`src/gp2_consts.svh`:
```
// Register offsets, field positions and reset values of the two-line port
`ifndef GP2_CONSTS_SVH
`define GP2_CONSTS_SVH
`define GP2_OFS_DATA  8'h00
`define GP2_OFS_DIR   8'h04
`define GP2_OFS_PULL  8'h08
`define GP2_OFS_STBY  8'h0C
`define GP2_LINE_MASK 8'h06
`define GP2_DATA_RST  8'h00
`define GP2_DIR_RST   8'h00
`define GP2_PULL_RST  8'h00
`define GP2_STBY_RST  8'h00
`define GP2_FLOAT_BIT 0
`endif

```
`src/gp2_pkg.sv`:
```
// Types shared by the port modules
package gp2_pkg;
    typedef logic [7:0] gp2_byte_t;
    typedef logic [2:1] gp2_lines_t;
    typedef enum logic [2:0]
    {
        GP2_SEL_NONE = 3'b000,
        GP2_SEL_DATA = 3'b001,
        GP2_SEL_DIR  = 3'b010,
        GP2_SEL_PULL = 3'b011,
        GP2_SEL_STBY = 3'b100
    } gp2_sel_t;
endpackage : gp2_pkg

```
`src/gp2_reg_if.sv`:
```
// Register access strobes between the bus slave and the port core
interface gp2_reg_if;
    import gp2_pkg::*;
    logic      wr_stb;
    logic      rmw;
    gp2_sel_t  sel;
    gp2_byte_t wdata;
    gp2_byte_t rdata;
    modport bus  (output wr_stb, output rmw, output sel, output wdata, input rdata);
    modport core (input wr_stb, input rmw, input sel, input wdata, output rdata);
endinterface : gp2_reg_if

```
`src/gp2_apb_slave.sv`:
```
// APB slave with one access-phase cycle, feeding the port core
`include "gp2_consts.svh"
module gp2_apb_slave
    import gp2_pkg::*;
(
    input  wire logic  clk,
    input  wire logic  rst,
    input  wire logic  psel,
    input  wire logic  penable,
    input  wire logic  pwrite,
    input  wire logic [7:0]  paddr,
    input  wire logic [31:0] pwdata,
    input  wire logic  rmw_in,
    gp2_reg_if.bus     rif,
    output logic [31:0] prdata,
    output logic       pready,
    output logic       pslverr
);
    logic        pready_r;
    logic        pready_nxt;
    logic        pslverr_r;
    logic        pslverr_nxt;
    logic [31:0] prdata_r;
    logic [31:0] prdata_nxt;
    logic        setup;

    function automatic gp2_sel_t decode(input logic [7:0] a);
        unique case (a)
            `GP2_OFS_DATA: decode = GP2_SEL_DATA;
            `GP2_OFS_DIR:  decode = GP2_SEL_DIR;
            `GP2_OFS_PULL: decode = GP2_SEL_PULL;
            `GP2_OFS_STBY: decode = GP2_SEL_STBY;
            default:       decode = GP2_SEL_NONE;
        endcase
    endfunction : decode

    assign setup      = psel & ~penable;
    assign rif.sel    = decode(paddr);
    assign rif.wdata  = pwdata[7:0];
    assign rif.rmw    = rmw_in;
    // Writes land at the completing edge only; unmapped ones are dropped
    assign rif.wr_stb = psel & penable & pready_r & pwrite & (decode(paddr) != GP2_SEL_NONE);

    always_comb
    begin
        pready_nxt  = setup;
        pslverr_nxt = setup & (decode(paddr) == GP2_SEL_NONE);
        prdata_nxt  = (setup & ~pwrite) ? {24'h000000, rif.rdata} : 32'h00000000;
    end

    always_ff @(posedge clk)
    begin
        if (rst)
        begin
            pready_r  <= 1'b0;
            pslverr_r <= 1'b0;
            prdata_r  <= 32'h00000000;
        end
        else
        begin
            pready_r  <= pready_nxt;
            pslverr_r <= pslverr_nxt;
            prdata_r  <= prdata_nxt;
        end
    end

    assign prdata  = prdata_r;
    assign pready  = pready_r;
    assign pslverr = pslverr_r;
endmodule : gp2_apb_slave

```
`src/gp2_port.sv`:
```
// Two-line general-purpose port with data latch, direction and pull-up control
//
// Functional notes
// Direction bit one makes line an output
// Output line drives the data latch bit
// Data write reaches output lines directly
// Output line read returns latch bit
// Direction bit zero makes line an input
// Input line write only updates latch
// Input line read returns sampled pin
// Read-modify-write read always returns latch
// Peripheral input lines still read pin level
// Software disables peripheral outputs before port use
// Reset clears all direction bits
// Float bit in standby floats, blocks inputs
// Standby without float keeps pin state
// Pull-up bit connects or removes pull-up
// Pull-up off while driving low
// Only bits two and one exist
// Unused bits ignore writes, read zero
//
// Chosen here: register access over APB and the register offsets.
`include "gp2_consts.svh"
module gp2_port
    import gp2_pkg::*;
(
    input  wire logic        CLK,
    input  wire logic        RST,
    input  wire logic        PSEL,
    input  wire logic        PENABLE,
    input  wire logic        PWRITE,
    input  wire logic [7:0]  PADDR,
    input  wire logic [31:0] PWDATA,
    output logic [31:0]      PRDATA,
    output logic             PREADY,
    output logic             PSLVERR,
    input  wire logic        RMW_READ,
    input  wire logic        STANDBY_REQ,
    input  wire gp2_lines_t  PIN_IN,
    output gp2_lines_t       PIN_OUT,
    output gp2_lines_t       PIN_OE,
    output gp2_lines_t       PULLUP_ON,
    output gp2_lines_t       PERIPH_IN
);
    gp2_reg_if rif ();

    gp2_byte_t  data_r;
    gp2_byte_t  data_nxt;
    gp2_byte_t  dir_r;
    gp2_byte_t  dir_nxt;
    gp2_byte_t  pull_r;
    gp2_byte_t  pull_nxt;
    gp2_byte_t  stby_r;
    gp2_byte_t  stby_nxt;
    gp2_lines_t out_r;
    gp2_lines_t out_nxt;
    gp2_lines_t oe_r;
    gp2_lines_t oe_nxt;
    gp2_lines_t pu_r;
    gp2_lines_t pu_nxt;
    gp2_lines_t periph_r;
    gp2_lines_t periph_nxt;
    gp2_lines_t pin_sync;
    gp2_lines_t pin_level;
    logic       float_on;
    logic       hold_on;

    function automatic gp2_byte_t keep_lines(input gp2_byte_t v);
        keep_lines = v & `GP2_LINE_MASK;
    endfunction : keep_lines

    gp2_apb_slave u_apb
    (
        .clk     (CLK),
        .rst     (RST),
        .psel    (PSEL),
        .penable (PENABLE),
        .pwrite  (PWRITE),
        .paddr   (PADDR),
        .pwdata  (PWDATA),
        .rmw_in  (RMW_READ),
        .rif     (rif.bus),
        .prdata  (PRDATA),
        .pready  (PREADY),
        .pslverr (PSLVERR)
    );

    gp2_sync3 u_sync
    (
        .clk  (CLK),
        .rst  (RST),
        .din  (PIN_IN),
        .dout (pin_sync)
    );

    assign float_on = STANDBY_REQ & stby_r[`GP2_FLOAT_BIT];
    assign hold_on  = STANDBY_REQ & ~stby_r[`GP2_FLOAT_BIT];
    // Blocked input reads as low so an open pin cannot leak into logic
    assign pin_level = float_on ? 2'h0 : pin_sync;

    // Register file
    always_comb
    begin
        data_nxt = data_r;
        dir_nxt  = dir_r;
        pull_nxt = pull_r;
        stby_nxt = stby_r;
        if (rif.wr_stb)
        begin
            unique case (rif.sel)
                GP2_SEL_DATA: data_nxt = keep_lines(rif.wdata);
                GP2_SEL_DIR:  dir_nxt  = keep_lines(rif.wdata);
                GP2_SEL_PULL: pull_nxt = keep_lines(rif.wdata);
                GP2_SEL_STBY: stby_nxt = rif.wdata & 8'h01;
                GP2_SEL_NONE: data_nxt = data_r;
            endcase
        end
    end

    always_ff @(posedge CLK)
    begin
        if (RST)
        begin
            data_r <= `GP2_DATA_RST;
            dir_r  <= `GP2_DIR_RST;
            pull_r <= `GP2_PULL_RST;
            stby_r <= `GP2_STBY_RST;
        end
        else
        begin
            data_r <= data_nxt;
            dir_r  <= dir_nxt;
            pull_r <= pull_nxt;
            stby_r <= stby_nxt;
        end
    end

    // Read path: data reads give latch for outputs and RMW reads, pin level otherwise; other registers read back
    always_comb
    begin
        rif.rdata = 8'h00;
        unique case (rif.sel)
            GP2_SEL_DATA:
            begin
                rif.rdata[2:1] = rif.rmw ? data_r[2:1]
                               : (dir_r[2:1] & data_r[2:1])
                               | (~dir_r[2:1] & pin_level);
            end
            GP2_SEL_DIR:  rif.rdata = dir_r;
            GP2_SEL_PULL: rif.rdata = pull_r;
            GP2_SEL_STBY: rif.rdata = stby_r;
            GP2_SEL_NONE: rif.rdata = 8'h00;
        endcase
    end

    // Pin drivers
    always_comb
    begin
        if (float_on)
        begin
            oe_nxt  = 2'h0;
            out_nxt = out_r;
        end
        else if (hold_on)
        begin
            oe_nxt  = oe_r;
            out_nxt = out_r;
        end
        else
        begin
            oe_nxt  = dir_r[2:1];
            out_nxt = data_r[2:1];
        end
        // Pull-up still acts on a floated pin
        pu_nxt     = pull_r[2:1] & ~(oe_nxt & ~out_nxt);
        periph_nxt = pin_level;
    end

    always_ff @(posedge CLK)
    begin
        if (RST)
        begin
            out_r    <= 2'h0;
            oe_r     <= 2'h0;
            pu_r     <= 2'h0;
            periph_r <= 2'h0;
        end
        else
        begin
            out_r    <= out_nxt;
            oe_r     <= oe_nxt;
            pu_r     <= pu_nxt;
            periph_r <= periph_nxt;
        end
    end

    assign PIN_OUT   = out_r;
    assign PIN_OE    = oe_r;
    assign PULLUP_ON = pu_r;
    assign PERIPH_IN = periph_r;
endmodule : gp2_port

```
`src/gp2_sync3.sv`:
```
// Three-stage pin synchroniser that accepts a change once stages two and three agree
module gp2_sync3
    import gp2_pkg::*;
(
    input  wire logic       clk,
    input  wire logic       rst,
    input  wire gp2_lines_t din,
    output gp2_lines_t      dout
);
    gp2_lines_t s1_r;
    gp2_lines_t s2_r;
    gp2_lines_t s3_r;
    gp2_lines_t dout_r;
    gp2_lines_t dout_nxt;

    always_comb
    begin
        // Only the agreeing stages are looked at; the first stage may be metastable
        dout_nxt = (s2_r & s3_r) | (dout_r & (s2_r ^ s3_r));
    end

    always_ff @(posedge clk)
    begin
        if (rst)
        begin
            s1_r   <= 2'h0;
            s2_r   <= 2'h0;
            s3_r   <= 2'h0;
            dout_r <= 2'h0;
        end
        else
        begin
            s1_r   <= din;
            s2_r   <= s1_r;
            s3_r   <= s2_r;
            dout_r <= dout_nxt;
        end
    end

    assign dout = dout_r;
endmodule : gp2_sync3

```
`config.mk`:
```
export PLATFORM = sky130hd
export DESIGN_NAME = gp2_port
export DESIGN_NICKNAME = d
export VERILOG_FILES = /design/src/gp2_pkg.sv /design/src/gp2_reg_if.sv /design/src/gp2_apb_slave.sv /design/src/gp2_port.sv /design/src/gp2_sync3.sv
export VERILOG_INCLUDE_DIRS = /design/src
export SDC_FILE = /design/constraint.sdc
export NUM_CORES = 1
export LEC_CHECK = 0
export ABC_AREA = 1
export ABC_CLOCK_PERIOD_IN_PS = 2100
export BUFFER_PORTS_ARGS = -buffer_cell sky130_fd_sc_hd__buf_2
export CORE_MARGIN = 3
export CORE_UTILIZATION = 45
export DETAILED_ROUTE_END_ITERATION = 10
export PLACE_DENSITY = 0.89
export SYNTH_ARGS = -nofsm -noshare
export SYNTH_HDL_FRONTEND = slang
export SYNTH_SLANG_ARGS = --single-unit
```
`constraint.sdc`:
```
create_clock -name CLK -period 2.1 [get_ports CLK]
set_input_delay 0.21 -clock CLK [delete_from_list [all_inputs] [get_ports CLK]]
set_output_delay 0.21 -clock CLK [all_outputs]
set_load 0.01 [all_outputs]
```
==> key figures <==
Placement
  – Placed instance count: 265
  – Port bufs: 32
  – Placed Area: 0.001505 mm²
  – DP Wirelength: 1983 µm
  – Pre-CTS WS: 956.2 ps
  – Final Wtd Congestion: 0.8059

CTS
  – Max clock buf depth: 2
  – Skew-Pair Late Insertion Delay: 320 ps
  – Total CTS buffers: 3
  – CTS H-tree depth: 1
  – Clock-pin slew on the worst setup and hold paths: 140 ps
  – CTS tree: done
  – Clk Tree Root Cell: clkbuf_4
  – Post-CTS sizing: 0
  – Clock sinks: 28
  – Post-CTS Hold Buffers: 0
  – Post-CTS setup buffer count: 0

Power
  – Maximum VDD drop: 0.3855 mV
  – Power per cell area: 623.9 mW/mm²
  – Total power: 971.8 µW
  – Leakage: 0.8066 nW

Cells and area
  – Share of cells above drive strength 1: 21.59%
  – Fin nets: 279
  – FF/Latch Area: 560.5 µm²
  – Max reg flops: 3
  – Multi-input logic area: 623.1 µm²
  – Area growth, synth to finish: 9.306%
  – ANT cells: 0
  – Commonest cells after routing, fill and taps aside: nand2_1, nor2_1, buf_2
  – Fin area: 0.001558 mm²
  – Fillers: 286
  – Commonest non-fill, non-tap cell in the layout: nand2_1
  – Final Non-Filler Cells: 269

Floorplanning
  – Die area: 0.003878 mm²
  – Die Ht: 62.28 µm
  – Initial Utilization: 49.54%
  – Row Count: 19
  – IO Pins: 91
  – Core Region: 0.002877 mm²
  – Die width: 62.28 µm

Logic synthesis
  – Netlist Area Pre-Place: 0.001425 mm²
  – Synth warn: 0
  – Sequential element share of the synthesized area: 39.33%
  – Synth Register Bits: 28
  – Netlist cell types: 21
  – Synth Area per Inst: 7.308 µm²
  – Cell count after synthesis: 195

STA
  – Final min period: 1148 ps
  – Final setup viols: 0
  – Post-layout worst setup margin: 952.5 ps
  – RSZ-0062 raised after global routing: false
  – Final Max Tran Viols: 0
  – Final period util: 54.64%
  – TNS Setup: 0 ps
  – Clk_skew: 5.005 ps
  – Final hold violations: 0
  – Max Clk Rate: 871.4 MHz

Setup path
  – Worst path slowest cell: dfxtp_1
  – Crit Path Max Fanout: 11
  – Worst R2R Start: u_apb.pready$_SDFF_PP0_
  – Crit Path Class: flop to flop
  – Critical Path RT: 2360 ps
  – CP bufs+invs: 1
  – Worst setup EP type: flop
  – Worst Setup SP: u_apb.pready$_SDFF_PP0_
  – Highest cell delay on the worst timing path: 350 ps
  – Top delay family on crit path: simple AND/OR/NAND/NOR gates
  – WP data arrival: 1410 ps
  – CP dominant cell by count: nand2_1
  – Critical path, cell by cell: nand2_1, nor2_2, nand3_1, nand2_1, inv_1, nor2_1
  – CP Launch Type: flop

Detailed routing
  – Residual DRC: 0
  – Routed wire length: 2410 µm
  – Wire per inst: 8.959 µm
  – Vias: 1123
  – 1st-iter DRT viols: 37
  – Pre-antenna DRT Iters: 4
  – Final ANT Viol Nets: 0
  – DR vias/cell: 4.175

GRT
  – Vias in the first global route: 1046
  – Largest net degree at the start of global routing: 17
  – Antenna violations before repair: 0
  – GRT Util Overall: 11.91%
  – Global-route wire length before repair: 3974 µm
  – GRT overflow: 0

Outcome
  – Status: finished, final reports clean

Worst hold path
  – Hold WC Path Type: primary input to flop
  – Hold path start: PIN_IN[0]

Job
  – Max-capacitance violation count: 0
==> path summary, 6_finish.rpt <==
kind / endpoint / slack (ps) / cells past startpoint
worst min register to register: u_sync.s2_r[0]$_SDFF_PP0_ / 420 / 2
worst min-delay path: u_sync.s1_r[0]$_SDFF_PP0_ / 70 / 3
worst max-delay path: stby_r[0]$_SDFFE_PP0P_ / 950 / 6
worst max register to register: stby_r[0]$_SDFFE_PP0P_ / 950 / 6
==> synthesized netlist by cell type <==
| cell type | instances | area, µm² |
|---|---|---|
| nand2_4 | 1 | 11.26 |
| inv_1 | 28 | 105.1 |
| nand2_1 | 33 | 123.9 |
| nand4_1 | 1 | 6.260 |
| o21ai_0 | 6 | 30.03 |
| nor2_1 | 32 | 120.1 |
| buf_6 | 1 | 11.26 |
| ha_1 | 2 | 25.02 |
| o22ai_1 | 1 | 6.260 |
| buf_2 | 1 | 5.000 |
| dfxtp_1 | 28 | 560.5 |
| nand3_2 | 2 | 20.02 |
| nand3_1 | 8 | 40.04 |
| nand2_2 | 1 | 6.260 |
| nor2_4 | 5 | 56.30 |
| nor2_2 | 3 | 18.77 |
| clkbuf_1 | 1 | 3.750 |
| conb_1 | 1 | 3.750 |
| inv_2 | 1 | 3.750 |
| buf_4 | 29 | 217.7 |
| a21oi_1 | 10 | 50.05 |
==> worst register-to-register path: stages, from the launching register on <==
cell	delay, ps
dfxtp_1	350
nand2_1	60
nor2_2	340
nand3_1	130
nand2_1	90
inv_1	50
nor2_1	90
==> report_power, final <==
group / switching (mW) / internal, mW / leakage (nW) / total, mW
Combinational: 0.0659 / 0.0263 / 0.552 / 0.0922
Clock: 0.147 / 0.193 / 0.0279 / 0.340
Sequential: 0.00202 / 0.538 / 0.227 / 0.540
Total: 0.215 / 0.757 / 0.807 / 0.972
==> per-layer routing <==
| layer | track usage (%) | wire length [µm] | vias up |
|---|---|---|---|
| met5 | 0 | 0 | - |
| met4 | 3.857 | 8 | 0 |
| met3 | 2.523 | 164 | 2 |
| met2 | 21.10 | 1214 | 40 |
| met1 | 14.30 | 1023 | 488 |
| li1 | - | - | 593 |
==> per-stage QoR <==
stage                     hold slack (ps)  utilization, %
after floorplan                     281.2               -
after global placement              390.3           52.33
after detailed placement            399.7           52.33
after CTS                           62.67           54.15
after global routing                62.09           54.15
final                               72.90           54.15
==> cells by family after synthesis <==
group                      after synthesis  synth area share [%]
AOI/OAI and AO/OA                       17                 6.058
adders and majority gates                2                 1.756
buffers and inverters                   61                 24.32
DFF                                     28                 39.33
other                                    1                0.2631
and+or+nand+nor                         86                 28.27
==> final cells by class <==
| class | count | area share [%] |
|---|---|---|
| Inverter | 29 | 6.988 |
| Sequential cell | 28 | 35.98 |
| Clock buffer | 3 | 1.446 |
| Tap cell | 42 | 3.374 |
| Timing Repair Buffer | 32 | 10.28 |
| Multi-Input combinational cell | 134 | 40.00 |
| Clock inverter | 1 | 1.928 |
Power figures use the tool's default switching activity.
